### src/include/secr_pkg.sv
package secr_pkg;
   // register offsets (byte addresses on the register port)
   localparam logic [7:0] ADDR_ENABLE = 8'h80;
   localparam logic [7:0] ADDR_IRQ = 8'h81;
   localparam logic [7:0] ADDR_LIM_LO_L = 8'h8A;
   localparam logic [7:0] ADDR_LIM_LO_H = 8'h8B;
   localparam logic [7:0] ADDR_LIM_HI_L = 8'h8C;
   localparam logic [7:0] ADDR_LIM_HI_H = 8'h8D;
   localparam logic [7:0] ADDR_FILTER = 8'h8E;
   // reset values
   localparam logic [7:0] RST_ENABLE = 8'h00;
   localparam logic [7:0] RST_IRQ = 8'h00;
   localparam logic [7:0] RST_LIM_LO = 8'h00;
   localparam logic [7:0] RST_LIM_HI = 8'hFF;
   localparam logic [7:0] RST_FILTER = 8'h02;
   // enable register fields
   localparam int EN_SLEEP_BIT = 7;
   localparam int EN_RETAIN_BIT = 6;
   localparam int EN_CAPDBL_BIT = 5;
   localparam int EN_LEDDIV_BIT = 4;
   localparam int EN_WAIT_BIT = 3;
   localparam int EN_PROX_BIT = 2;
   localparam int EN_LIGHT_BIT = 1;
   localparam int EN_OSC_BIT = 0;
   // irq register fields
   localparam int IRQ_ABOVE_BIT = 5;
   localparam int IRQ_BELOW_BIT = 4;
   localparam int IRQ_VALID_BIT = 3;
   localparam int IRQ_SEL_BIT = 2;
   localparam int IRQ_PROX_EN_BIT = 1;
   localparam int IRQ_VALID_EN_BIT = 0;
   localparam logic [7:0] IRQ_WRITE_MASK = 8'h07;
   localparam logic [7:0] FILTER_MASK = 8'h0F;
   // consecutive count code table
   localparam logic [5:0] CNT_CODE1 = 6'h01;
   localparam logic [5:0] CNT_CODE2 = 6'h02;
   localparam logic [5:0] CNT_CODE3 = 6'h03;
   localparam logic [5:0] CNT_CODE4 = 6'h05;
   localparam logic [5:0] CNT_CODE5 = 6'h0A;
   localparam logic [5:0] CNT_CODEF = 6'h3C;
endpackage : secr_pkg

### src/secr_persist.sv
`timescale 1ns/100ps
// counts consecutive out-of-window samples from the selected proximity or clear channel
module secr_persist
(
   input wire logic i_clk,
   input wire logic i_rst,
   input wire logic i_sample_stb,
   input wire logic [15:0] i_sample,
   input wire logic [15:0] i_low_limit,
   input wire logic [15:0] i_high_limit,
   input wire logic [3:0] i_code,
   output logic o_fire_above,
   output logic o_fire_below
);
   logic [5:0] run_reg;
   logic [5:0] run_next;
   logic [5:0] need;
   logic is_below;
   logic is_above;
   logic hit;

   // window compare on full 16-bit limits
   assign is_below = i_sample < i_low_limit;
   assign is_above = i_sample > i_high_limit;

   // unlisted codes fall back to a single sample
   assign need = (i_code == 4'h2) ? secr_pkg::CNT_CODE2 :
                 (i_code == 4'h3) ? secr_pkg::CNT_CODE3 :
                 (i_code == 4'h4) ? secr_pkg::CNT_CODE4 :
                 (i_code == 4'h5) ? secr_pkg::CNT_CODE5 :
                 (i_code == 4'hF) ? secr_pkg::CNT_CODEF : secr_pkg::CNT_CODE1;

   // saturate at the target so a long excursion fires once per run
   assign run_next = !(is_below || is_above) ? 6'h00 :
                     (run_reg == need) ? run_reg : 6'(run_reg + 6'h01);
   assign hit = i_sample_stb && (is_below || is_above) && (run_next == need)
                && (run_reg != need);

   // run length counter
   always_ff @(posedge i_clk)
   begin
      if (i_rst)
         run_reg <= 6'h00;
      else if (i_sample_stb)
         run_reg <= run_next;
   end

   // sample-level retention handled downstream; one pulse per qualifying run
   always_ff @(posedge i_clk)
   begin
      if (i_rst)
      begin
         o_fire_above <= 1'b0;
         o_fire_below <= 1'b0;
      end
      else
      begin
         o_fire_above <= hit && is_above;
         o_fire_below <= hit && is_below;
      end
   end
endmodule : secr_persist

### src/secr_sync.sv
`timescale 1ns/100ps
// two flip-flop level synchroniser
module secr_sync
(
   input wire logic i_clk,
   input wire logic i_rst,
   input wire logic i_async,
   output logic o_sync
);
   logic meta_reg;

   // first stage feeds only the second stage
   always_ff @(posedge i_clk)
   begin
      if (i_rst)
      begin
         meta_reg <= 1'b0;
         o_sync <= 1'b0;
      end
      else
      begin
         meta_reg <= i_async;
         o_sync <= meta_reg;
      end
   end
endmodule : secr_sync

### src/secr_top.sv
`timescale 1ns/100ps
module secr_top
(
   input wire logic I_CLK_SYS,
   input wire logic I_RESET,
   input wire logic I_REG_ACTIVE,
   input wire logic I_REG_WR,
   input wire logic I_REG_RD,
   input wire logic [7:0] I_REG_ADDR,
   input wire logic [7:0] I_REG_WDATA,
   output logic [7:0] O_REG_RDATA,
   input wire logic I_PROX_STB,
   input wire logic [15:0] I_PROX_SAMPLE,
   input wire logic I_CLEAR_STB,
   input wire logic [15:0] I_CLEAR_SAMPLE,
   input wire logic I_LIGHT_DONE,
   output logic O_OSC_RUN,
   output logic O_WAIT_EN,
   output logic O_PROX_EN,
   output logic O_LIGHT_EN,
   output logic O_PROX_CAP_DOUBLE,
   output logic O_LED_CURRENT_DIVIDER,
   output logic O_INT_N_O,
   output logic O_INT_N_OE
);
   logic [7:0] enable_reg;
   logic [7:0] irq_reg;
   logic [7:0] lim_lo_l_reg;
   logic [7:0] lim_lo_h_reg;
   logic [7:0] lim_hi_l_reg;
   logic [7:0] lim_hi_h_reg;
   logic [7:0] filter_reg;
   logic sleep_reg;
   logic pulse_reg;
   logic active_sync;
   logic wr_enable;
   logic wr_irq;
   logic wr_lo_l;
   logic wr_lo_h;
   logic wr_hi_l;
   logic wr_hi_h;
   logic wr_filter;
   logic rd_irq;
   logic [15:0] low_limit;
   logic [15:0] high_limit;
   logic cmp_stb;
   logic [15:0] cmp_sample;
   logic fire_above;
   logic fire_below;
   logic valid_set;
   logic prox_irq_on;
   logic valid_irq_on;
   logic irq_level;
   logic irq_event;
   logic irq_pending;
   logic [7:0] rdata_next;
   logic sleep_entry;
   logic osc_want;

   // register access strobe may come from the serial front end's own clock
   secr_sync u_active_sync
   (
      .i_clk(I_CLK_SYS),
      .i_rst(I_RESET),
      .i_async(I_REG_ACTIVE),
      .o_sync(active_sync)
   );

   // write decode: at most one byte strobe, none for unmapped addresses
   always_comb
   begin
      wr_enable = 1'b0;
      wr_irq = 1'b0;
      wr_lo_l = 1'b0;
      wr_lo_h = 1'b0;
      wr_hi_l = 1'b0;
      wr_hi_h = 1'b0;
      wr_filter = 1'b0;
      if (I_REG_WR)
      begin
         if (I_REG_ADDR == secr_pkg::ADDR_ENABLE)
            wr_enable = 1'b1;
         else if (I_REG_ADDR == secr_pkg::ADDR_IRQ)
            wr_irq = 1'b1;
         else if (I_REG_ADDR == secr_pkg::ADDR_LIM_LO_L)
            wr_lo_l = 1'b1;
         else if (I_REG_ADDR == secr_pkg::ADDR_LIM_LO_H)
            wr_lo_h = 1'b1;
         else if (I_REG_ADDR == secr_pkg::ADDR_LIM_HI_L)
            wr_hi_l = 1'b1;
         else if (I_REG_ADDR == secr_pkg::ADDR_LIM_HI_H)
            wr_hi_h = 1'b1;
         else if (I_REG_ADDR == secr_pkg::ADDR_FILTER)
            wr_filter = 1'b1;
      end
   end

   // a read of the flag register clears the latched flags
   assign rd_irq = I_REG_RD && (I_REG_ADDR == secr_pkg::ADDR_IRQ);

   // limits assembled from byte pairs
   assign low_limit = {lim_lo_h_reg, lim_lo_l_reg};
   assign high_limit = {lim_hi_h_reg, lim_hi_l_reg};

   // threshold compare source select
   assign cmp_stb = irq_reg[secr_pkg::IRQ_SEL_BIT] ? I_CLEAR_STB : I_PROX_STB;
   assign cmp_sample = irq_reg[secr_pkg::IRQ_SEL_BIT] ? I_CLEAR_SAMPLE
                                                      : I_PROX_SAMPLE;

   secr_persist u_persist
   (
      .i_clk(I_CLK_SYS),
      .i_rst(I_RESET),
      .i_sample_stb(cmp_stb),
      .i_sample(cmp_sample),
      .i_low_limit(low_limit),
      .i_high_limit(high_limit),
      .i_code(filter_reg[3:0]),
      .o_fire_above(fire_above),
      .o_fire_below(fire_below)
   );

   assign valid_set = I_LIGHT_DONE && !sleep_reg;

   // enable register, written whole
   always_ff @(posedge I_CLK_SYS)
   begin
      if (I_RESET)
         enable_reg <= secr_pkg::RST_ENABLE;
      else if (wr_enable)
         enable_reg <= I_REG_WDATA;
   end

   // irq register: flags set by hardware win over read-clear
   always_ff @(posedge I_CLK_SYS)
   begin
      if (I_RESET)
         irq_reg <= secr_pkg::RST_IRQ;
      else
      begin
         if (wr_irq)
            irq_reg[2:0] <= I_REG_WDATA[2:0];
         if (fire_above)
            irq_reg[secr_pkg::IRQ_ABOVE_BIT] <= 1'b1;
         else if (rd_irq)
            irq_reg[secr_pkg::IRQ_ABOVE_BIT] <= 1'b0;
         if (fire_below)
            irq_reg[secr_pkg::IRQ_BELOW_BIT] <= 1'b1;
         else if (rd_irq)
            irq_reg[secr_pkg::IRQ_BELOW_BIT] <= 1'b0;
         if (valid_set)
            irq_reg[secr_pkg::IRQ_VALID_BIT] <= 1'b1;
         else if (rd_irq)
            irq_reg[secr_pkg::IRQ_VALID_BIT] <= 1'b0;
      end
   end

   // threshold byte registers
   always_ff @(posedge I_CLK_SYS)
   begin
      if (I_RESET)
      begin
         lim_lo_l_reg <= secr_pkg::RST_LIM_LO;
         lim_lo_h_reg <= secr_pkg::RST_LIM_LO;
         lim_hi_l_reg <= secr_pkg::RST_LIM_HI;
         lim_hi_h_reg <= secr_pkg::RST_LIM_HI;
      end
      else
      begin
         if (wr_lo_l)
            lim_lo_l_reg <= I_REG_WDATA;
         if (wr_lo_h)
            lim_lo_h_reg <= I_REG_WDATA;
         if (wr_hi_l)
            lim_hi_l_reg <= I_REG_WDATA;
         if (wr_hi_h)
            lim_hi_h_reg <= I_REG_WDATA;
      end
   end

   // filter register, low nibble only
   always_ff @(posedge I_CLK_SYS)
   begin
      if (I_RESET)
         filter_reg <= secr_pkg::RST_FILTER;
      else if (wr_filter)
         filter_reg <= I_REG_WDATA & secr_pkg::FILTER_MASK;
   end

   // interrupt gating per source
   assign prox_irq_on = irq_reg[secr_pkg::IRQ_PROX_EN_BIT]
                        && (irq_reg[secr_pkg::IRQ_ABOVE_BIT]
                        || irq_reg[secr_pkg::IRQ_BELOW_BIT]);
   assign valid_irq_on = irq_reg[secr_pkg::IRQ_VALID_EN_BIT]
                         && irq_reg[secr_pkg::IRQ_VALID_BIT];
   assign irq_level = prox_irq_on || valid_irq_on;
   assign irq_event = (irq_reg[secr_pkg::IRQ_PROX_EN_BIT] && (fire_above || fire_below))
                      || (irq_reg[secr_pkg::IRQ_VALID_EN_BIT] && valid_set);
   assign irq_pending = irq_level || pulse_reg;

   // pulse mode gives one cycle of pin drive per enabled threshold fire or valid event only
   always_ff @(posedge I_CLK_SYS)
   begin
      if (I_RESET)
         pulse_reg <= 1'b0;
      else
         pulse_reg <= irq_event && enable_reg[secr_pkg::EN_RETAIN_BIT];
   end

   // sleep is entered only when a light cycle closes with an irq already out
   assign sleep_entry = I_LIGHT_DONE && enable_reg[secr_pkg::EN_SLEEP_BIT]
                        && irq_pending;

   // an access overrides power bit and sleep, so the host can always reach the bank
   assign osc_want = (enable_reg[secr_pkg::EN_OSC_BIT] && !sleep_reg)
                     || active_sync;

   // sleep latches at the end of a light cycle while an irq is out
   always_ff @(posedge I_CLK_SYS)
   begin
      if (I_RESET)
         sleep_reg <= 1'b0;
      else if (wr_enable)
         sleep_reg <= 1'b0;
      else if (sleep_entry)
         sleep_reg <= 1'b1;
   end

   // function enables; sleep gates the oscillator but an access still wakes it
   always_ff @(posedge I_CLK_SYS)
   begin
      if (I_RESET)
      begin
         O_OSC_RUN <= 1'b0;
         O_WAIT_EN <= 1'b0;
         O_PROX_EN <= 1'b0;
         O_LIGHT_EN <= 1'b0;
         O_PROX_CAP_DOUBLE <= 1'b0;
         O_LED_CURRENT_DIVIDER <= 1'b0;
      end
      else
      begin
         O_OSC_RUN <= osc_want;
         O_WAIT_EN <= enable_reg[secr_pkg::EN_WAIT_BIT];
         O_PROX_EN <= enable_reg[secr_pkg::EN_PROX_BIT];
         O_LIGHT_EN <= enable_reg[secr_pkg::EN_LIGHT_BIT];
         O_PROX_CAP_DOUBLE <= enable_reg[secr_pkg::EN_CAPDBL_BIT];
         O_LED_CURRENT_DIVIDER <= enable_reg[secr_pkg::EN_LEDDIV_BIT];
      end
   end

   // open-drain pin: only ever driven low
   assign O_INT_N_O = 1'b0;
   assign O_INT_N_OE = enable_reg[secr_pkg::EN_RETAIN_BIT] ? pulse_reg
                                                           : irq_level;

   // read mux; unmapped addresses read zero so a probe never sees stale data
   always_comb
   begin
      rdata_next = 8'h00;
      if (I_REG_ADDR == secr_pkg::ADDR_ENABLE)
         rdata_next = enable_reg;
      else if (I_REG_ADDR == secr_pkg::ADDR_IRQ)
         rdata_next = irq_reg;
      else if (I_REG_ADDR == secr_pkg::ADDR_LIM_LO_L)
         rdata_next = lim_lo_l_reg;
      else if (I_REG_ADDR == secr_pkg::ADDR_LIM_LO_H)
         rdata_next = lim_lo_h_reg;
      else if (I_REG_ADDR == secr_pkg::ADDR_LIM_HI_L)
         rdata_next = lim_hi_l_reg;
      else if (I_REG_ADDR == secr_pkg::ADDR_LIM_HI_H)
         rdata_next = lim_hi_h_reg;
      else if (I_REG_ADDR == secr_pkg::ADDR_FILTER)
         rdata_next = filter_reg;
   end

   // read data registered on the read strobe
   always_ff @(posedge I_CLK_SYS)
   begin
      if (I_RESET)
         O_REG_RDATA <= 8'h00;
      else if (I_REG_RD)
         O_REG_RDATA <= rdata_next;
   end
endmodule : secr_top

### config.mk
export PLATFORM = sky130hd
export DESIGN_NAME = secr_top
export DESIGN_NICKNAME = d
export VERILOG_FILES = /design/src/include/secr_pkg.sv /design/src/secr_persist.sv /design/src/secr_sync.sv /design/src/secr_top.sv
export SDC_FILE = /design/constraint.sdc
export NUM_CORES = 1
export LEC_CHECK = 0
export BUFFER_PORTS_ARGS = -buffer_cell sky130_fd_sc_hd__buf_2
export CAP_MARGIN = 20
export CELL_PAD_IN_SITES_DETAIL_PLACEMENT = 0
export CELL_PAD_IN_SITES_GLOBAL_PLACEMENT = 1
export CORE_UTILIZATION = 39
export DETAILED_ROUTE_END_ITERATION = 8
export PLACE_DENSITY_LB_ADDON = 0.15
export SKIP_LAST_GASP = 1
export SYNTH_ARGS = -nofsm -noshare
export SYNTH_HDL_FRONTEND = slang
export SYNTH_HIERARCHICAL = 1
export SYNTH_SLANG_ARGS = --single-unit
### constraint.sdc
create_clock -name I_CLK_SYS -period 2.85 [get_ports I_CLK_SYS]
set_input_delay 0.57 -clock I_CLK_SYS [delete_from_list [all_inputs] [get_ports I_CLK_SYS]]
set_output_delay 0.57 -clock I_CLK_SYS [all_outputs]
set_load 0.01 [all_outputs]
==> impl_results.md <==
* Horiz. Die Dim at 114 um
* Final core utilization at 48.1%
* Critical Path Sink Type: register
* Comb pwr share at 9.5%
* Initial Utilization at 40.2%
* Post-synth EDFFs at 0
* Setup violators final at 0
* Worst vdd ir at 0.284 mV
* Design Area, Final at 5800 sq um
* Clk pwr share at 47.8%
* Hold EP: u_active_sync/meta_reg$_SDFF_PP0_
* Clock transition at path regs at 0.06 ns
* Vias in the first global route at 4,108
* Chip Height at 114 um
* Post-DP Area at 5400 sq um
* Adder-cell share of the synthesized area at 8.25%
* Fin nets at 723
* # diodes at 0
* Largest family of logic cells by synthesized area: simple AND/OR/NAND/NOR gates
* First-pass GRT wire length at 21,400 um
* Port Buffers at 70
* Sequential power share at 42.7%
* Remaining global-route overflow at 0
* Minimum clock period at 2.67 ns
* CTS Buf Count at 9
* Post-synth top flop: dfxtp_1
* FF-to-FF path depth at 10
* Clk root buf: clkbuf_16
* Initial antenna violation count at 0
* Origin of the critical flop-to-flop path: irq_reg[2]$_SDFFE_PP0P_
* Ys Warns at 6
* Hold Path Origin: I_REG_ACTIVE
* Post-Synth Simple-Gate Area at 20.2%
* Vias at 4,298
* H-tree levels at 3
* CTS tree: done
* Number of DRC markers in iteration 0 at 222
* Sw Ratio at 23.1%
* Rows at 40
* R2R Setup Slk at 0.18 ns
* P&R area growth vs syn at 19.5%
* Total Die Area at 12,900 sq um
* Synth Area in XOR/XNOR at 0.903%
* Post-synthesis async set-or-reset flop share at 0%
* Worst-Skew Late Latency at 0.33 ns
* Synth Instances at 566
* Net Count, Synth at 654
* Worst Path Arrival at 2.93 ns
* Final Skew at 0.00645 ns
* Synth Area in Compound Gates at 17.9%
* Crit path kind: register to register
* Status: finished clean
* Most common cell after layout, fill and taps aside: dfxtp_1
* Drt drc at 0
* Setup tns final at 0 ns
* Max cap viols at 0
* RSZ-0062 raised after global routing: no
* Relative slew margins at 51.0%
* Avg Vias per Cell at 5.32
* Final Slew Violations at 0
* Fmax at 0.374 GHz
* Core area at 12,100 sq um
* Pwr Density at 434 nW/um^2
* Routability cong. at 0.848
* Sink Count at 76
* Antenna viol nets, final at 0
* Unique masters post-synth at 67
* Clock Path Buffers at 2
* CP Launch Type: register
* Crit-path max FO at 8
* Avg Inst Size Synth at 8.57 sq um
* Fin crit share at 93.8%
* Hold Path Stages at 2
* Layout cells sized above 1 at 23.4%
* CP Data Required Time at 3.11 ns
* NetSw at 0.000581 W
* Pre-antenna DRT Iters at 5
* Sequential share of the synthesized area at 31.4%
* DR WL/cell at 16.6 um
* Final hold vios at 0
* I/O Pins at 72
* Most frequent cells in the layout: dfxtp_1, buf_2, inv_1
* Largest net degree at the start of global routing at 45
* Synthesized cell area at 4850 sq um
* Worst hold path class: input port to register
* Cell internal pwr at 0.00194 W
* Gr usage total at 21.3%
* Number of synthesized register bits at 76
* Critical R2R Capture: u_persist/run_reg[1]$_SDFFE_PP0P_
* Dpl hpwl at 10,100 um
* Slew @ Worst Pin at 0.734 ns
* Leak pwr at 2.55 nW
* WL final at 13,400 um
* Mux cell area share after synthesis at 14.2%
-- cell families (layout without fill, tap and decap cells) --
| family | after synthesis | in the layout |
|---|---|---|
| adders and majority gates | 32 | 32 |
| muxes | 65 | 65 |
| DFF | 76 | 76 |
| AOI/OAI and AO/OA | 123 | 124 |
| buffers and inverters | 84 | 157 |
| and+or+nand+nor | 180 | 180 |
| other | 1 | 1 |
| xor gates and xnor gates | 5 | 5 |
-- per-stage QoR --
| stage | hold WS (ns) | cells | setup slack, ns | total power, W |
|---|---|---|---|---|
| 6_report | 0.446 | 808 | 0.176 | 0.00252 |
| 4_1_cts | 0.438 | 805 | 0.0652 | 0.00254 |
| 3_3_place_gp | 0.425 | 789 | 0.0974 | 0.00133 |
| 3_5_place_dp | 0.432 | 789 | 0.0141 | 0.00133 |
| 5_1_grt | 0.461 | 808 | 0.0285 | 0.00262 |
| 2_1_floorplan | 0.413 | 566 | 0.0867 | 0.00124 |
-- power groups by stage --
stage                     logic, W  registers, W  clock network (W)
after detailed placement  0.000233       0.00110                  0
after global routing      0.000267       0.00108            0.00128
after CTS                 0.000234       0.00108            0.00123
after floorplan           0.000142       0.00110                  0
final                     0.000240       0.00108            0.00120
after global placement    0.000227       0.00110                  0
-- area by class of cell --
class | instances | area, sq um
Inverter | 52 | 195
Sequential cell | 76 | 1530
Multi-Input combinational cell | 407 | 3030
Timing Repair Buffer | 89 | 523
Clock inverter | 4 | 73.8
Clock buffer | 12 | 236
Fill cell | 1190 | 6260
Tap cell | 168 | 210
-- synth_stat cells (all sizes together), types with 3 or more instances --
cell type,n,area share [%]
mux2i,37,7.7
nor2b,26,3.4
o2bb2ai,4,0.72
a22o,6,1.1
ha,32,8.3
mux2,28,6.5
xor2,3,0.54
a21oi,27,2.8
a211o,3,0.54
a31oi,9,1.2
o22ai,10,1.3
nand3,14,1.4
inv,52,4.0
and2,3,0.39
a211oi,4,0.82
buf,15,1.8
o211ai,19,2.9
nand2b,9,1.2
dfxtp,76,31
o21ai,16,1.9
and3,4,0.52
a21o,3,0.46
a32o,4,0.83
nor2,44,3.4
o21a,4,0.62
nand3b,4,0.62
nand4,10,1.4
nor3,5,0.52
nand2,39,3.0
and4,5,0.90
clkbuf,17,1.3
-- worst max-delay path, stage by stage, from the launching register on --
cell and delay, ns:
dfxtp_4 0.38, buf_12 0.13, mux2_2 0.35, ha_1 0.32
and4_4 0.26, nand4_1 0.14, a211o_1 0.29, o211a_1 0.18
o21ai_4 0.24, nand4b_1 0.12, a31oi_1 0.18
-- repair_timing --
item | CTS | global route
resized for setup | 0 | 8
endpoints found under the setup margin | 0 | 6
hold buffers | 0 | 0
buffers inserted | 0 | 1
-- per-layer routing --
layer / vias to the layer above / share of wire (%) / track usage (%)
li1: 2176 / - / -
met1: 2010 / 51 / 30.5
met2: 106 / 45 / 33.7
met3: 6 / 3.7 / 3.08
met4: 0 / 0.78 / 5.00
met5: - / 0 / 0
-- worst max path at each step --
stage                                              endpoint  cells past startpoint                    start  slack (ns)
final                     u_persist/run_reg[1]$_SDFFE_PP0P_                     10  irq_reg[2]$_SDFFE_PP0P_        0.18
after global routing      u_persist/run_reg[1]$_SDFFE_PP0P_                     10  irq_reg[2]$_SDFFE_PP0P_        0.03
after CTS                 u_persist/run_reg[4]$_SDFFE_PP0P_                     10  irq_reg[2]$_SDFFE_PP0P_        0.07
after detailed placement  u_persist/run_reg[4]$_SDFFE_PP0P_                     10       I_CLEAR_SAMPLE[11]        0.01
after global placement    u_persist/run_reg[1]$_SDFFE_PP0P_                     10       I_CLEAR_SAMPLE[14]         0.1
after floorplan           u_persist/run_reg[1]$_SDFFE_PP0P_                     11  irq_reg[2]$_SDFFE_PP0P_        0.09
No activity file was read; power rests on OpenSTA's default activity.
